**config.mk**
```make
export PLATFORM = sky130hd
export DESIGN_NAME = soc_clock_select_and_dividers
export DESIGN_NICKNAME = d
export VERILOG_FILES = /design/src/pkg/clock_ctrl_pkg.sv /design/src/pkg/frac_if.sv /design/src/hw/frac_divider.sv /design/src/hw/tick_switch.sv /design/src/hw/soc_clock_select_and_dividers.sv
export SDC_FILE = /design/constraint.sdc
export NUM_CORES = 1
export LEC_CHECK = 0
export BUFFER_PORTS_ARGS = -buffer_cell sky130_fd_sc_hd__buf_2
export CAP_MARGIN = 20
export CORE_MARGIN = 2
export CORE_UTILIZATION = 50
export CTS_CLUSTER_SIZE = 28
export DETAILED_ROUTE_END_ITERATION = 7
export GPL_TIMING_DRIVEN = 0
export PLACE_DENSITY = 0.77
export SLEW_MARGIN = 0
export SYNTH_ARGS = -nofsm -noshare
export SYNTH_HDL_FRONTEND = slang
export SYNTH_SLANG_ARGS = --single-unit
```
**constraint.sdc**
```tcl
create_clock -name clock -period 6.13 [get_ports clock]
set_input_delay 0.613 -clock clock [delete_from_list [all_inputs] [get_ports clock]]
set_output_delay 0.613 -clock clock [all_outputs]
set_load 0.01 [all_outputs]
```
**src/pkg/clock_ctrl_pkg.sv**
```systemverilog
package clock_ctrl_pkg;

  // Register indices; byte address is four times the index
  localparam logic [9:0] IDX_GATE_A = 10'h063;
  localparam logic [9:0] IDX_GATE_B = 10'h064;
  localparam logic [9:0] IDX_GATE_C = 10'h065;
  localparam logic [9:0] IDX_SYS_SEL = 10'h066;
  localparam logic [9:0] IDX_AUDIO_STEP = 10'h067;
  localparam logic [9:0] IDX_AUDIO_MOD = 10'h068;
  localparam logic [9:0] IDX_MIC_STEP = 10'h06c;
  localparam logic [9:0] IDX_MIC_MOD = 10'h06d;
  localparam logic [9:0] IDX_HS_HIGH = 10'h070;
  localparam logic [9:0] IDX_SLOW_SEL = 10'h073;
  localparam logic [9:0] IDX_STATUS = 10'h074;

  // Values after reset
  localparam logic [7:0] RST_GATE_A = 8'h83;
  localparam logic [7:0] RST_GATE_B = 8'h00;
  localparam logic [7:0] RST_GATE_C = 8'h30;
  localparam logic [7:0] RST_SYS_SEL = 8'h06;
  localparam logic [7:0] RST_AUDIO_STEP = 8'h00;
  localparam logic [7:0] RST_AUDIO_MOD = 8'h02;
  localparam logic [7:0] RST_MIC_STEP = 8'h01;
  localparam logic [7:0] RST_MIC_MOD = 8'h02;
  localparam logic [7:0] RST_HS_HIGH = 8'h00;
  localparam logic [7:0] RST_SLOW_SEL = 8'h04;
  localparam logic [4:0] RST_HS_DIV = 5'h06;
  localparam logic [1:0] RST_SWITCH_SRC = 2'h0;

  // Implemented module gate bits; reserved ones read back but drive nothing
  localparam logic [7:0] GATE_A_MASK = 8'hbf;
  localparam logic [7:0] GATE_B_MASK = 8'h1f;
  localparam logic [7:0] GATE_C_MASK = 8'h37;

  // Field positions
  localparam int unsigned DIV_LSB = 0;
  localparam int unsigned SRC_LSB = 5;
  localparam int unsigned ENABLE_BIT = 7;
  localparam int unsigned FHS_LOW_BIT = 7;
  localparam int unsigned FHS_HIGH_BIT = 0;
  localparam int unsigned SLOW_SRC_BIT = 0;
  localparam int unsigned MIC_SRC_BIT = 1;

  // Swallow counter for the 32 MHz option: one tick of three dropped
  localparam logic [1:0] THIRD_LAST = 2'h2;

  // Source switch phases
  typedef enum logic [1:0] {SW_IDLE, SW_WAIT_OLD, SW_DROP_NEW} switch_phase_e;

endpackage : clock_ctrl_pkg

```
**src/pkg/frac_if.sv**
```systemverilog
`timescale 1ns/1ps
// Fractional divider settings and its output level
interface frac_if;
  logic enable;
  logic [6:0] step;
  logic [7:0] modulus;
  logic ref_tick;
  logic clk_out;
  modport divider (input enable, step, modulus, ref_tick, output clk_out);
  modport control (output enable, step, modulus, ref_tick, input clk_out);
endinterface : frac_if

```
**src/hw/frac_divider.sv**
```systemverilog
`timescale 1ns/1ps
module frac_divider
  import clock_ctrl_pkg::*;
(
  // Clock and reset
  input wire logic clock,
  input wire logic rst,
  input wire logic clock_en,
  // Settings and output
  frac_if.divider port
);

  typedef struct packed {
    logic [8:0] acc;
    logic out;
    logic run;
  } frac_s;

  frac_s state_reg;
  frac_s state_next;
  logic [9:0] sum;

  // Accumulate 2*step per tick, toggle on each wrap past modulus
  always_comb
  begin
    state_next = state_reg;
    sum = {1'b0, state_reg.acc} + {2'b00, port.step, 1'b0};
    if (port.ref_tick)
    begin
      // Enable only takes hold while the output is low
      if (!state_reg.out)
        state_next.run = port.enable;
      if (state_next.run)
      begin
        if (sum >= {2'b00, port.modulus})
        begin
          state_next.acc = 9'(sum - {2'b00, port.modulus});
          state_next.out = ~state_reg.out;
        end
        else
          state_next.acc = sum[8:0];
      end
      else
        state_next.acc = 9'h000;
    end
  end

  // State register
  always_ff @(posedge clock or posedge rst)
  begin
    if (rst)
      state_reg <= '0;
    else if (clock_en)
      state_reg <= state_next;
  end

  assign port.clk_out = state_reg.out;

endmodule : frac_divider

```
**src/hw/tick_switch.sv**
```systemverilog
`timescale 1ns/1ps
module tick_switch
  import clock_ctrl_pkg::*;
(
  // Clock and reset
  input wire logic clock,
  input wire logic rst,
  input wire logic clock_en,
  // Source ticks and choice
  input wire logic [3:0] tick_in,
  input wire logic [1:0] sel,
  // Switched tick
  output logic tick_out,
  output logic busy
);

  typedef struct packed {
    logic [1:0] cur;
    switch_phase_e phase;
  } switch_s;

  switch_s state_reg;
  switch_s state_next;

  // Change over after an old tick, then drop the first new tick
  always_comb
  begin
    state_next = state_reg;
    case (state_reg.phase)
      SW_IDLE:
        if (sel != state_reg.cur)
          state_next.phase = SW_WAIT_OLD;
      SW_WAIT_OLD:
        if (tick_in[state_reg.cur])
        begin
          state_next.cur = sel;
          state_next.phase = SW_DROP_NEW;
        end
      SW_DROP_NEW:
        if (tick_in[state_reg.cur])
          state_next.phase = SW_IDLE;
      default:
        state_next.phase = SW_IDLE;
    endcase
  end

  // State register
  always_ff @(posedge clock or posedge rst)
  begin
    if (rst)
    begin
      state_reg.cur <= RST_SWITCH_SRC;
      state_reg.phase <= SW_IDLE;
    end
    else if (clock_en)
      state_reg <= state_next;
  end

  assign tick_out = tick_in[state_reg.cur] &
                    (state_reg.phase != SW_DROP_NEW);
  assign busy = state_reg.phase != SW_IDLE;

endmodule : tick_switch

```
**src/hw/soc_clock_select_and_dividers.sv**
```systemverilog
`timescale 1ns/1ps
module soc_clock_select_and_dividers
  import clock_ctrl_pkg::*;
(
  // Clock, reset and freeze
  input wire logic clock,
  input wire logic rst,
  input wire logic clock_en,
  // APB slave
  input wire logic psel,
  input wire logic penable,
  input wire logic pwrite,
  input wire logic [11:0] paddr,
  input wire logic [31:0] pwdata,
  output logic [31:0] prdata,
  output logic pready,
  output logic pslverr,
  // Source clocks as one-cycle ticks, one per rising edge
  input wire logic rc24_tick,
  input wire logic xtal24_tick,
  input wire logic ref48_tick,
  // Slow clock sources as sampled levels
  input wire logic rc32k_level,
  input wire logic xtal32k_level,
  // Module clock gates
  output logic [7:0] module_gate_a,
  output logic [7:0] module_gate_b,
  output logic [7:0] module_gate_c,
  // Generated clocks
  output logic high_speed_tick,
  output logic system_tick,
  output logic audio_clock,
  output logic mic_clock,
  output logic slow_clock
);

  typedef struct packed {
    logic [7:0] gate_a;
    logic [7:0] gate_b;
    logic [7:0] gate_c;
    logic [7:0] sys_sel;
    logic [7:0] audio_step;
    logic [7:0] audio_mod;
    logic [7:0] mic_step;
    logic [7:0] mic_mod;
    logic [7:0] hs_high;
    logic [7:0] slow_sel;
    logic [4:0] hs_cnt;
    logic [4:0] hs_div;
    logic [1:0] third_cnt;
    logic slow_src;
    logic slow_out;
    logic mic_src;
    logic mic_out;
    logic rd_fresh;
    logic [31:0] rdata;
  } ctl_s;

  ctl_s state_reg;
  ctl_s state_next;

  frac_if audio_if ();
  frac_if mic_if ();

  logic [3:0] idx;
  logic hit;
  logic wr_stb;
  logic [7:0] wbyte;
  logic [1:0] fhs_code;
  logic hsdiv_tick;
  logic t32_tick;
  logic sys_busy;
  logic fhs_busy;
  logic slow_cand;
  logic mic_cand;
  logic [7:0] status;

  // Map a byte address to a register slot; 4'hf means unmapped
  function automatic logic [3:0] reg_slot(input logic [11:0] a);
    logic [3:0] s;
    s = 4'hf;
    if (a[1:0] == 2'b00)
    begin
      case (a[11:2])
        IDX_GATE_A: s = 4'h0;
        IDX_GATE_B: s = 4'h1;
        IDX_GATE_C: s = 4'h2;
        IDX_SYS_SEL: s = 4'h3;
        IDX_AUDIO_STEP: s = 4'h4;
        IDX_AUDIO_MOD: s = 4'h5;
        IDX_MIC_STEP: s = 4'h6;
        IDX_MIC_MOD: s = 4'h7;
        IDX_HS_HIGH: s = 4'h8;
        IDX_SLOW_SEL: s = 4'h9;
        IDX_STATUS: s = 4'ha;
        default: s = 4'hf;
      endcase
    end
    return s;
  endfunction : reg_slot

  // Next divider count value, shared by the fire test and the counter
  function automatic logic [4:0] next_count(input logic [4:0] c);
    return 5'(c + 5'h01);
  endfunction : next_count

  // A glitch-free mux may move only while both levels are low
  function automatic logic may_switch(input logic cur, input logic want,
                                      input logic out, input logic cand);
    return (cur != want) && !out && !cand;
  endfunction : may_switch

  // Bus decode; waits while frozen, and once more after a frozen setup missed the capture
  assign idx = reg_slot(paddr);
  assign hit = idx != 4'hf;
  assign pready = clock_en & (~psel | ~penable | state_reg.rd_fresh);
  assign pslverr = psel & penable & ~hit;
  assign wr_stb = psel & penable & pready & pwrite & hit;
  assign wbyte = pwdata[7:0];
  assign prdata = state_reg.rdata;

  // High-speed source code and its switch
  assign fhs_code = {state_reg.hs_high[FHS_HIGH_BIT],
                     state_reg.sys_sel[FHS_LOW_BIT]};

  tick_switch u_fhs_switch (
    .clock(clock),
    .rst(rst),
    .clock_en(clock_en),
    .tick_in({xtal24_tick, xtal24_tick, rc24_tick, ref48_tick}),
    .sel(fhs_code),
    .tick_out(high_speed_tick),
    .busy(fhs_busy)
  );

  // Divider output fires on the tick that completes the count
  assign hsdiv_tick = high_speed_tick &
                      (next_count(state_reg.hs_cnt) >= state_reg.hs_div);

  // Two of every three 48 MHz ticks give the 32 MHz option
  assign t32_tick = ref48_tick & (state_reg.third_cnt != THIRD_LAST);

  tick_switch u_sys_switch (
    .clock(clock),
    .rst(rst),
    .clock_en(clock_en),
    .tick_in({t32_tick, hsdiv_tick, high_speed_tick, rc24_tick}),
    .sel(state_reg.sys_sel[SRC_LSB+1:SRC_LSB]),
    .tick_out(system_tick),
    .busy(sys_busy)
  );

  // Audio fractional divider from the doubled crystal reference
  assign audio_if.enable = state_reg.audio_step[ENABLE_BIT];
  assign audio_if.step = state_reg.audio_step[6:0];
  assign audio_if.modulus = state_reg.audio_mod;
  assign audio_if.ref_tick = ref48_tick;

  frac_divider u_audio_div (
    .clock(clock),
    .rst(rst),
    .clock_en(clock_en),
    .port(audio_if.divider)
  );

  // Mic fractional divider
  assign mic_if.enable = state_reg.mic_step[ENABLE_BIT];
  assign mic_if.step = state_reg.mic_step[6:0];
  assign mic_if.modulus = state_reg.mic_mod;
  assign mic_if.ref_tick = ref48_tick;

  frac_divider u_mic_div (
    .clock(clock),
    .rst(rst),
    .clock_en(clock_en),
    .port(mic_if.divider)
  );

  // Levels of the sources that the slow and mic muxes would switch to
  assign slow_cand = state_reg.slow_sel[SLOW_SRC_BIT] ?
                     xtal32k_level : rc32k_level;
  assign mic_cand = state_reg.slow_sel[MIC_SRC_BIT] ?
                    state_reg.slow_out : mic_if.clk_out;

  // Status word: switch activity and live clock levels
  assign status = {1'b0, state_reg.slow_src, state_reg.mic_src,
                   state_reg.slow_out, state_reg.mic_out,
                   audio_if.clk_out, fhs_busy, sys_busy};

  // Register writes, reads, dividers and glitch-free muxes
  always_comb
  begin
    state_next = state_reg;

    // Registers load on the completing access cycle
    if (wr_stb)
    begin
      case (idx)
        4'h0: state_next.gate_a = wbyte;
        4'h1: state_next.gate_b = wbyte;
        4'h2: state_next.gate_c = wbyte;
        4'h3: state_next.sys_sel = wbyte;
        4'h4: state_next.audio_step = wbyte;
        4'h5: state_next.audio_mod = wbyte;
        4'h6: state_next.mic_step = wbyte;
        4'h7: state_next.mic_mod = wbyte;
        4'h8: state_next.hs_high = wbyte;
        4'h9: state_next.slow_sel = wbyte;
        default: state_next.rdata = state_reg.rdata;
      endcase
    end

    // Read data is captured in the setup cycle, or late after a freeze
    if (psel && !(penable && state_reg.rd_fresh))
    begin
      state_next.rd_fresh = 1'b1;
      case (idx)
        4'h0: state_next.rdata = {24'h000000, state_reg.gate_a};
        4'h1: state_next.rdata = {24'h000000, state_reg.gate_b};
        4'h2: state_next.rdata = {24'h000000, state_reg.gate_c};
        4'h3: state_next.rdata = {24'h000000, state_reg.sys_sel};
        4'h4: state_next.rdata = {24'h000000, state_reg.audio_step};
        4'h5: state_next.rdata = {24'h000000, state_reg.audio_mod};
        4'h6: state_next.rdata = {24'h000000, state_reg.mic_step};
        4'h7: state_next.rdata = {24'h000000, state_reg.mic_mod};
        4'h8: state_next.rdata = {24'h000000, state_reg.hs_high};
        4'h9: state_next.rdata = {24'h000000, state_reg.slow_sel};
        4'ha: state_next.rdata = {24'h000000, status};
        default: state_next.rdata = 32'h00000000;
      endcase
    end

    // A completed access frees the capture for the next transfer
    if (psel && penable && pready)
      state_next.rd_fresh = 1'b0;

    // Divider count; new divisor taken only at an output edge
    if (hsdiv_tick)
    begin
      state_next.hs_cnt = 5'h00;
      state_next.hs_div = state_reg.sys_sel[DIV_LSB+4:DIV_LSB];
    end
    else if (high_speed_tick)
      state_next.hs_cnt = next_count(state_reg.hs_cnt);

    // Swallow counter for the 32 MHz option
    if (ref48_tick)
    begin
      if (state_reg.third_cnt == THIRD_LAST)
        state_next.third_cnt = 2'h0;
      else
        state_next.third_cnt = 2'(state_reg.third_cnt + 2'h1);
    end

    // Slow source changes only while both levels are low
    if (may_switch(state_reg.slow_src, state_reg.slow_sel[SLOW_SRC_BIT],
                   state_reg.slow_out, slow_cand))
      state_next.slow_src = state_reg.slow_sel[SLOW_SRC_BIT];
    state_next.slow_out = state_next.slow_src ?
                          xtal32k_level : rc32k_level;

    // Mic pin source changes only while both levels are low
    if (may_switch(state_reg.mic_src, state_reg.slow_sel[MIC_SRC_BIT],
                   state_reg.mic_out, mic_cand))
      state_next.mic_src = state_reg.slow_sel[MIC_SRC_BIT];
    state_next.mic_out = state_next.mic_src ?
                         state_reg.slow_out : mic_if.clk_out;
  end

  // State register, frozen while the clock enable is low
  always_ff @(posedge clock or posedge rst)
  begin
    if (rst)
    begin
      state_reg <= '0;
      state_reg.gate_a <= RST_GATE_A;
      state_reg.gate_b <= RST_GATE_B;
      state_reg.gate_c <= RST_GATE_C;
      state_reg.sys_sel <= RST_SYS_SEL;
      state_reg.audio_step <= RST_AUDIO_STEP;
      state_reg.audio_mod <= RST_AUDIO_MOD;
      state_reg.mic_step <= RST_MIC_STEP;
      state_reg.mic_mod <= RST_MIC_MOD;
      state_reg.hs_high <= RST_HS_HIGH;
      state_reg.slow_sel <= RST_SLOW_SEL;
      state_reg.hs_div <= RST_HS_DIV;
    end
    else if (clock_en)
      state_reg <= state_next;
  end

  // Module clock gates: one enables, reserved bits never drive
  assign module_gate_a = state_reg.gate_a & GATE_A_MASK;
  assign module_gate_b = state_reg.gate_b & GATE_B_MASK;
  assign module_gate_c = state_reg.gate_c & GATE_C_MASK;

  // Clock outputs
  assign audio_clock = audio_if.clk_out;
  assign mic_clock = state_reg.mic_out;
  assign slow_clock = state_reg.slow_out;

endmodule : soc_clock_select_and_dividers

```
==> run summary, run 1 <==
Static Leak -> 4.74 nW
Worst EP arrival -> 4.48 ns
Initial Utilization -> 0.515
count leader, synth -> dfrtp_1
first-pass GRT wire length -> 34.7 mm
slowest CP cell -> dfrtp_1
Seq. cell area -> 3390 sq um
Slew Limit Fails -> 0
share of layout cells above drive strength 1 -> 0.308
clk buf depth -> 2
Layout area overhead -> 15.0%
Design Area, Final -> 9850 sq um
critical path's largest stage delay -> 0.43 ns
FMAX -> 0.242 GHz
number of remaining DRC errors -> 0
max_slew headroom -> 0.431
Num CTS Buffers -> 17
PwrDens -> 232 nW/um^2
max FFs per register -> 44
Clock Latency Late Sink -> 0.42 ns
post-DP HPWL -> 16.1 mm
max cap viols -> 0
CP dominant cell by count -> nor2b_1
CP Class -> flop to flop
Setup WS post-layout -> 1.99 ns
post-place instance area -> 9240 sq um
Core Box Area -> 16,600 sq um
Final Core Density -> 0.592
Buffers on Ports -> 52
number of synthesized flops with an enable pin -> 0
ANT cells -> 0
layout filler cell count -> 1,383
CP Cell Sequence -> ha_1 -> fa_1 -> a21oi_1 -> nor2b_1 -> o21a_1 -> o21ai_0 -> nor2b_1 -> xnor2_1 -> ha_1 -> nand4_1 -> nor2b_1 -> a211oi_1 -> nor3b_1 -> buf_2 -> mux2_2 -> o21ai_0
hold crit path type -> input pin to asynchronous set/reset pin
pin count of the biggest net entering global routing -> 79
synth unique cells -> 86
buffer count from post-CTS setup fixing -> 0
hold buffer count at cts -> 0
ys flop type -> dfrtp_1
Fin Setup TNS -> 0 ns
FFs w/ async S/R, synth -> 1.00
r2r setup slk -> 1.99 ns
Critical path destination -> u_audio_div.state_reg[3]
drt first pass iters -> 5
routability cong. -> 0.960
Worst R2R End -> u_audio_div.state_reg[3]
die span in y -> 135 um
routed length per instance -> 18.5 um
area of the die -> 18,200 sq um
Mean Syn Cell Area -> 10.3 sq um
post-synthesis cell area -> 8560 sq um
Worst R2R Path Depth -> 16
GRT Util Overall -> 0.248
yosys warns -> 0
initial antenna violation count -> 0
ANT nets after route -> 0
CTS tree -> yes
WHS -> 0.252 ns
post-synth top area cell -> dfrtp_1
part of the cycle the worst path needs -> 0.675
top cells by count, synth -> dfrtp_1 (122), mux2_2 (85), nand2_1 (74)
Root Buffer Master -> clkbuf_16
Placed Instances -> 1,137
FP Rows -> 47
DRT Wirelength -> 21.7 mm
final hold vios -> 0
final net count -> 1,031
Syn Inst Count -> 834
number of global-route vias before repair -> 6,581
RSZ-0062 raised after global routing -> false
H-tree Lvls -> 4
Clock Skew -> 0.00841 ns
register area share after synthesis -> 0.396
Die X -> 135 um
post-route insts no fill -> 1,169
FF-to-FF Start -> audio_if.step[0]
post-layout min period -> 4.14 ns
CP Capture Type -> flop
DR vias/cell -> 5.65
peak supply drop -> 0.181 mV
Required @ worst endpoint -> 6.47 ns
PnR Total Power -> 2.28 mW
post-cts sizing count -> 0
Multi-input gate area -> 4620 sq um
Starting DRT DRC Count -> 742
Vias -> 6,600
clk sink count -> 135
setup violators final -> 0
startpoint types -> flop
CP startpoint -> audio_if.step[0]
crit path max fanout -> 10
Setup WS pre-CTS -> 2.07 ns
total grt overflow -> 0
area share of the largest cell type after synthesis -> 0.357
clock-pin slew on the worst setup and hold paths -> 0.07 ns
Boundary Pins -> 118
status -> complete, no violations
worst slew pin tran -> 0.854 ns
top cells by area, synth -> dfrtp_1 (36%), mux2_2 (11%), ha_1 (5.3%)
#FFs+latches synth -> 135
## critical path: cells and delay by family (launching register included)
family	cells	cell delay, ns
AO/OA/AOI/OAI	5	1.07
XOR/XNOR	1	0.18
adder cells (fa/ha/maj)	3	0.99
buffers and inverters	1	0.30
flip-flops	1	0.43
multiplexers	1	0.37
AND/OR/NAND/NOR	5	0.71
## routing by layer
layer | track usage | up-vias | wire [um]
met3 | 0.0499 | 58 | 1200
met4 | 0.137 | 0 | 1100
met1 | 0.320 | 3160 | 9330
met5 | 0 | - | 0
met2 | 0.390 | 225 | 10000
li1 | - | 3157 | -
## power by group
part           leakage, nW  switching (mW)  internal, mW
registers             1.78          0.0239         0.921
clock network        0.299           0.444         0.619
logic                 2.67           0.172         0.103
total                 4.74           0.639          1.64
## area by class of cell
| type | instances | area share |
|---|---|---|
| buffer | 81 | 0.0550 |
| clock buffer | 17 | 0.0432 |
| clock inverter | 15 | 0.0184 |
| inverter | 32 | 0.0127 |
| multi-input combinational | 616 | 0.469 |
| sequential | 135 | 0.345 |
| tap | 220 | 0.0279 |
| timing repair buffer | 53 | 0.0292 |
## logic make-up (layout without fill, tap and decap cells)
logic type | after synthesis | count (layout) | share of synthesized area
and+or+nand+nor | 221 | 221 | 0.146
buffers and inverters | 113 | 198 | 0.0773
adders and majority gates | 40 | 40 | 0.0620
other | 1 | 31 | 0.000438
DFF | 135 | 135 | 0.396
muxes | 104 | 104 | 0.134
xor gates and xnor gates | 28 | 28 | 0.0286
AOI/OAI and AO/OA | 192 | 192 | 0.155
## worst min-delay path by stage
stage,from,end,slack [ns],cells past startpoint
after floorplan,u_audio_div.state_reg[0],u_audio_div.state_reg[0],0.44,2
after global placement,u_mic_div.state_reg[0],u_mic_div.state_reg[0],0.45,2
after detailed placement,u_audio_div.state_reg[0],u_audio_div.state_reg[0],0.47,2
after CTS,rst,u_mic_div.state_reg[10],0.27,2
after global routing,rst,state_reg[38],0.31,2
final,rst,state_reg[47],0.25,2
## layout by cell type, fill, tap and decap left out, drive strengths merged, types with 10 or more instances in the layout
cell    count
inv        42
nand3      14
nor3       13
a21oi      24
a21o       13
dfstp      13
nand2      78
mux2i      18
nor2       44
clkbuf     27
ha         36
a22oi      23
nor4       12
o21ai      66
xor2       10
conb       31
xnor2      18
dfrtp     122
nor2b      16
mux2       86
buf       124
Power figures use the tool's default switching activity.
==> run 2, diff against run 1 <==
--- a/config.mk
+++ b/config.mk
@@ -12,7 +12,7 @@
 export CTS_CLUSTER_SIZE = 28
 export DETAILED_ROUTE_END_ITERATION = 7
 export GPL_TIMING_DRIVEN = 0
-export PLACE_DENSITY = 0.77
+export PLACE_DENSITY = 0.8
 export SLEW_MARGIN = 0
 export SYNTH_ARGS = -nofsm -noshare
 export SYNTH_HDL_FRONTEND = slang
==> constraint.sdc (replaced) <==
create_clock -name clock -period 3.7 [get_ports clock]
set_input_delay 0.37 -clock clock [delete_from_list [all_inputs] [get_ports clock]]
set_output_delay 0.37 -clock clock [all_outputs]
set_load 0.01 [all_outputs]
==> run summary, run 2 (same netlist as run 1, synthesis figures left out) <==
Boundary Pins -> 118 (unchanged)
commonest non-fill, non-tap cells in the layout -> dfrtp_1 (122), mux2_2 (85), nand2_1 (74) (unchanged)
ANT nets after route -> 0 (unchanged)
WHS -> 0.0405 ns (was 0.252 ns)
Clock Skew -> 0.0107 ns (was 0.00841 ns)
number of remaining DRC errors -> 0 (unchanged)
Design Area, Final -> 9980 sq um (was 9850 sq um)
Core Box Area -> 16,600 sq um (unchanged)
startpoint types -> flop (unchanged)
CP Class -> flop to flop (unchanged)
pin count of the biggest net entering global routing -> 42 (was 79)
clock-pin slew on the worst setup and hold paths -> 0.07 ns (about the same)
FMAX -> 0.277 GHz (was 0.242 GHz)
first-pass GRT wire length -> 35.4 mm (was 34.7 mm)
Initial Utilization -> 0.515 (unchanged)
Clock Latency Late Sink -> 0.44 ns (was 0.42 ns)
max cap viols -> 0 (unchanged)
Starting DRT DRC Count -> 611 (was 742)
routed length per instance -> 19.2 um (was 18.5 um)
worst slew pin tran -> 0.830 ns (was 0.854 ns)
Fin Setup TNS -> 0 ns (unchanged)
clk sink count -> 135 (unchanged)
final net count -> 1,040 (was 1,031)
Worst R2R End -> u_mic_div.state_reg[3] (was u_audio_div.state_reg[3])
max_slew headroom -> 0.447 (was 0.431)
Required @ worst endpoint -> 4.06 ns (was 6.47 ns)
routability cong. -> 0.966 (was 0.960)
clk buf depth -> 2 (unchanged)
ANT cells -> 0 (unchanged)
number of global-route vias before repair -> 6,656 (was 6,581)
PwrDens -> 368 nW/um^2 (was 232 nW/um^2)
Final Core Density -> 0.600 (was 0.592)
Static Leak -> 4.78 nW (was 4.74 nW)
Setup WS post-layout -> 0.0865 ns (was 1.99 ns)
part of the cycle the worst path needs -> 0.977 (was 0.675)
commonest non-fill, non-tap cell in the layout -> dfrtp_1 (unchanged)
share of layout cells above drive strength 1 -> 0.333 (was 0.308)
hold crit path type -> input pin to asynchronous set/reset pin (unchanged)
Buffers on Ports -> 52 (unchanged)
peak supply drop -> 0.350 mV (was 0.181 mV)
Worst EP arrival -> 3.97 ns (was 4.48 ns)
die span in y -> 135 um (unchanged)
drt first pass iters -> 7 (was 5)
GRT Util Overall -> 0.255 (was 0.248)
post-route insts no fill -> 1,178 (was 1,169)
setup violators final -> 0 (unchanged)
initial antenna violation count -> 1 (was 0)
DR vias/cell -> 5.79 (was 5.65)
total grt overflow -> 0 (unchanged)
Placed Instances -> 1,139 (was 1,137)
DRT Wirelength -> 22.6 mm (was 21.7 mm)
max FFs per register -> 44 (unchanged)
post-place instance area -> 9280 sq um (was 9240 sq um)
Layout area overhead -> 16.6% (was 15.0%)
Setup WS pre-CTS -> -0.251 ns (was 2.07 ns)
Worst R2R Path Depth -> 17 (was 16)
final hold vios -> 0 (unchanged)
hold buffer count at cts -> 0 (unchanged)
Die X -> 135 um (unchanged)
crit path max fanout -> 5 (was 10)
CP Capture Type -> flop (unchanged)
FF-to-FF Start -> mic_if.step[0] (was audio_if.step[0])
PnR Total Power -> 3.67 mW (was 2.28 mW)
r2r setup slk -> 0.09 ns (was 1.99 ns)
Slew Limit Fails -> 0 (unchanged)
FP Rows -> 47 (unchanged)
status -> complete, no violations (unchanged)
Root Buffer Master -> clkbuf_16 (unchanged)
CTS tree -> yes (unchanged)
H-tree Lvls -> 4 (unchanged)
area of the die -> 18,200 sq um (unchanged)
post-layout min period -> 3.61 ns (was 4.14 ns)
Vias -> 6,821 (was 6,600)
Num CTS Buffers -> 17 (unchanged)
post-DP HPWL -> 16.6 mm (was 16.1 mm)
==> run 2: cell types whose count changed in the layout (fill, tap and decap cells not counted), moves of 3 or more <==
cell,delta
nor2b_1,-3
o21ai_0,-4
clkinvlp_4,+3
o21ai_1,+3
buf_12,+3
buf_4,+7
==> run 2: how the worst max path moves through the flow <==
| stage | start | endpoint | slack (ns) |
|---|---|---|---|
| after floorplan | audio_if.step[0] | u_audio_div.state_reg[3] | 0.16 |
| after global placement | audio_if.step[0] | u_audio_div.state_reg[3] | -0.22 |
| after detailed placement | audio_if.step[0] | u_audio_div.state_reg[3] | -0.25 |
| after CTS | mic_if.step[0] | u_mic_div.state_reg[3] | 0.02 |
| after global routing | mic_if.step[0] | u_mic_div.state_reg[3] | -0.03 |
| final | mic_if.step[0] | u_mic_div.state_reg[3] | 0.09 |
==> run 2: power breakdown <==
group | total (mW) | internal, mW | switching [mW] | leakage [nW]
combinational | 0.467 | 0.175 | 0.292 | 2.73
sequential | 1.57 | 1.53 | 0.0412 | 1.78
clock | 1.64 | 0.904 | 0.731 | 0.273
total | 3.67 | 2.60 | 1.06 | 4.78
==> run 2: final cells by class <==
class                   instances  area, sq um
repair buffers                 62          370
well taps                     220          275
clock inverters                14          134
flip-flops and latches        135         3390
clock buffers                  18          439
fillers                      1333         6660
plain buffers                  81          551
multi-input cells             616         4690
inverters                      32          124
==> run 2: routing by layer <==
layer  GRT usage  wire length, um
met1       0.327             9440
met2       0.405            10800
met3      0.0556             1410
met4       0.136              960
met5           0               11
==> run 2: repair_timing <==
action / CTS / global route
setup endpoints to repair: 17 / 19
cloned: 0 / 1
resized for setup: 9 / 19
pin swaps: 2 / 5
setup buffers: 4 / 2
==> run 2: worst max-delay path: stages, from the launching register on <==
cell,delay (ns)
dfstp_2,0.40
ha_2,0.21
fa_2,0.35
a21o_1,0.20
a21oi_2,0.18
nor2b_1,0.07
o21ai_1,0.19
nor2b_2,0.19
xnor2_1,0.17
ha_1,0.30
nand4_1,0.13
a21oi_1,0.05
a211o_1,0.31
a21oi_2,0.18
nand2b_4,0.08
buf_6,0.14
mux2_2,0.27
o21ai_1,0.11
==> run 3, diff against run 2 <==
--- a/config.mk
+++ b/config.mk
@@ -9,6 +9,7 @@
 export CAP_MARGIN = 20
 export CORE_MARGIN = 2
 export CORE_UTILIZATION = 50
+export CTS_BUF_LIST = sky130_fd_sc_hd__clkbuf_4 sky130_fd_sc_hd__clkbuf_8
 export CTS_CLUSTER_SIZE = 28
 export DETAILED_ROUTE_END_ITERATION = 7
 export GPL_TIMING_DRIVEN = 0
==> run summary, run 3 (same netlist as run 1, synthesis figures left out) <==
commonest non-fill, non-tap cells in the layout -> dfrtp_1 (122), mux2_2 (85), nand2_1 (74) (unchanged)
GRT Util Overall -> 0.247 (was 0.255)
Worst R2R Path Depth -> 17 (unchanged)
final hold vios -> 1 (was 0)
CP Class -> flop to flop (unchanged)
post-DP HPWL -> 16.6 mm (unchanged)
status -> complete, but fails checks (was complete, no violations)
part of the cycle the worst path needs -> 0.975 (was 0.977)
peak supply drop -> 0.221 mV (was 0.350 mV)
startpoint types -> flop (unchanged)
Vias -> 6,832 (was 6,821)
Worst R2R End -> u_mic_div.state_reg[3] (unchanged)
Slew Limit Fails -> 0 (unchanged)
Placed Instances -> 1,139 (unchanged)
Buffers on Ports -> 52 (unchanged)
ANT cells -> 0 (unchanged)
Clock Skew -> 0.0132 ns (was 0.0107 ns)
Root Buffer Master -> clkbuf_8 (was clkbuf_16)
PwrDens -> 329 nW/um^2 (was 368 nW/um^2)
Die X -> 135 um (unchanged)
final net count -> 1,040 (unchanged)
DR vias/cell -> 5.80 (was 5.79)
crit path max fanout -> 5 (unchanged)
H-tree Lvls -> 4 (unchanged)
WHS -> -0.000801 ns (was 0.0405 ns)
max FFs per register -> 44 (unchanged)
Clock Latency Late Sink -> 0.46 ns (was 0.44 ns)
Int Pwr -> 2.21 mW (was 2.60 mW)
FF-to-FF Start -> mic_if.step[0] (unchanged)
setup violators final -> 0 (unchanged)
Worst EP arrival -> 4.00 ns (was 3.97 ns)
post-layout min period -> 3.61 ns (about the same)
Num CTS Buffers -> 17 (unchanged)
number of global-route vias before repair -> 6,439 (was 6,656)
Required @ worst endpoint -> 4.09 ns (was 4.06 ns)
share of layout cells above drive strength 1 -> 0.332 (was 0.333)
Core Box Area -> 16,600 sq um (unchanged)
drt first pass iters -> 5 (was 7)
max cap viols -> 0 (unchanged)
max_slew headroom -> 0.436 (was 0.447)
routed length per instance -> 18.7 um (was 19.2 um)
Boundary Pins -> 118 (unchanged)
Layout area overhead -> 14.5% (was 16.6%)
FP Rows -> 47 (unchanged)
clk buf depth -> 2 (unchanged)
r2r setup slk -> 0.09 ns (about the same)
crit-path leading delay family -> compound AO/OA/AOI/OAI gates (unchanged)
area of the die -> 18,200 sq um (unchanged)
clock-pin slew on the worst setup and hold paths -> 0.09 ns (was 0.07 ns)
combinational share of power -> 0.144 (was 0.127)
die span in y -> 135 um (unchanged)
CTS tree -> yes (unchanged)
clock network power share -> 0.370 (was 0.446)
Static Leak -> 4.69 nW (was 4.78 nW)
Crit path buffers/inverters -> 1 (unchanged)
P_sw -> 1.01 mW (was 1.06 mW)
FMAX -> 0.277 GHz (about the same)
routability cong. -> 0.966 (unchanged)
RSZ-0062 raised after global routing -> true
DRT Wirelength -> 22.1 mm (was 22.6 mm)
Fin Setup TNS -> 0 ns (unchanged)
number of remaining DRC errors -> 0 (unchanged)
hold crit path type -> input pin to asynchronous set/reset pin (unchanged)
post-route insts no fill -> 1,178 (unchanged)
failing checks -> negative hold slack
first-pass GRT wire length -> 34.4 mm (was 35.4 mm)
slowest CP cell -> dfstp_2 (unchanged)
Sw Ratio -> 0.314 (was 0.290)
total grt overflow -> 0 (unchanged)
critical path's largest stage delay -> 0.41 ns (was 0.40 ns)
CP Capture Type -> flop (unchanged)
ANT nets after route -> 0 (unchanged)
initial antenna violation count -> 1 (unchanged)
Initial Utilization -> 0.515 (unchanged)
commonest non-fill, non-tap cell in the layout -> dfrtp_1 (unchanged)
clk sink count -> 135 (unchanged)
worst slew pin tran -> 0.846 ns (was 0.830 ns)
CP Cell Sequence -> ha_2 -> fa_2 -> a21o_1 -> a21oi_2 -> nor2b_1 -> o21ai_1 -> nor2b_2 -> xnor2_1 -> ha_1 -> nand4_1 -> a21oi_1 -> a211o_1 -> a21oi_2 -> nand2b_4 -> buf_6 -> mux2_2 -> o21ai_1 (unchanged)
pin count of the biggest net entering global routing -> 42 (unchanged)
Seq pwr share -> 0.486 (was 0.427)
Starting DRT DRC Count -> 484 (was 611)
==> run 3: cell counts in the layout (fill, tap and decap cells not counted) <==
No cell type changed its count.
==> run 3: worst max path at each step <==
stage	startpoint	to	depth (start not counted)
global placement	audio_if.step[0]	u_audio_div.state_reg[3]	16
detailed placement	audio_if.step[0]	u_audio_div.state_reg[3]	16
CTS	audio_if.step[0]	u_audio_div.state_reg[3]	16
global route	audio_if.step[0]	u_audio_div.state_reg[3]	17
finish	mic_if.step[0]	u_mic_div.state_reg[3]	17
floorplan	audio_if.step[0]	u_audio_div.state_reg[3]	16
==> run 3: stage by stage <==
stage / area (sq um) / power [mW] / setup slack (ns) / hold slack, ns / utilization
after floorplan: 8680 / 1.91 / 0.156 / 0.441 / -
after global placement: 9220 / 2.03 / -0.221 / 0.454 / 0.554
after detailed placement: 9280 / 2.05 / -0.251 / 0.471 / 0.557
after CTS: 9720 / 3.22 / 0.00737 / 0.0224 / 0.584
after global routing: 9800 / 3.36 / -0.0261 / 0.0609 / 0.589
final: 9800 / 3.22 / 0.0925 / -0.000801 / 0.589
==> run 3: layer usage <==
metal  track usage  vias to the layer above  routed length, um
met4         0.116                        2                870
met2         0.395                      254              10400
met3        0.0454                       59               1210
met5             0                        -                 13
li1              -                     3167                  -
met1         0.327                     3350               9520
==> run 3: power groups by stage <==
stage / clock network, mW / registers (mW) / logic, mW
2_1_floorplan: 0 / 1.58 / 0.332
3_3_place_gp: 0 / 1.59 / 0.443
3_5_place_dp: 0 / 1.59 / 0.458
4_1_cts: 1.20 / 1.56 / 0.460
5_1_grt: 1.26 / 1.57 / 0.526
6_report: 1.19 / 1.56 / 0.465
==> run 3: repair_timing <==
action / CTS / global route
resized for setup: 10 / 17
buffers inserted: 3 / 3
cloned: 0 / 1
endpoints found under the setup margin: 17 / 19
hold buffers: 0 / 0
endpoints found under the hold margin: 0 / 0
pin swaps: 2 / 6
==> run 3: final cells by class <==
class                      instances  area (sq um)
buffer                            81           554
clock buffer                      18           248
clock inverter                    14           134
fill                            1355          6840
inverter                          32           124
multi-input combinational        616          4690
sequential                       135          3390
tap                              220           275
timing repair buffer              62           383
==> run 3: worst register-to-register path, stage by stage, from the launching register on <==
cell      delay [ns]
dfstp_2         0.41
ha_2            0.22
fa_2            0.35
a21o_1          0.20
a21oi_2         0.17
nor2b_1         0.07
o21ai_1         0.19
nor2b_2         0.19
xnor2_1         0.17
ha_1            0.30
nand4_1         0.13
a21oi_1         0.05
a211o_1         0.31
a21oi_2         0.18
nand2b_4        0.08
buf_6           0.14
mux2_2          0.27
o21ai_1         0.11
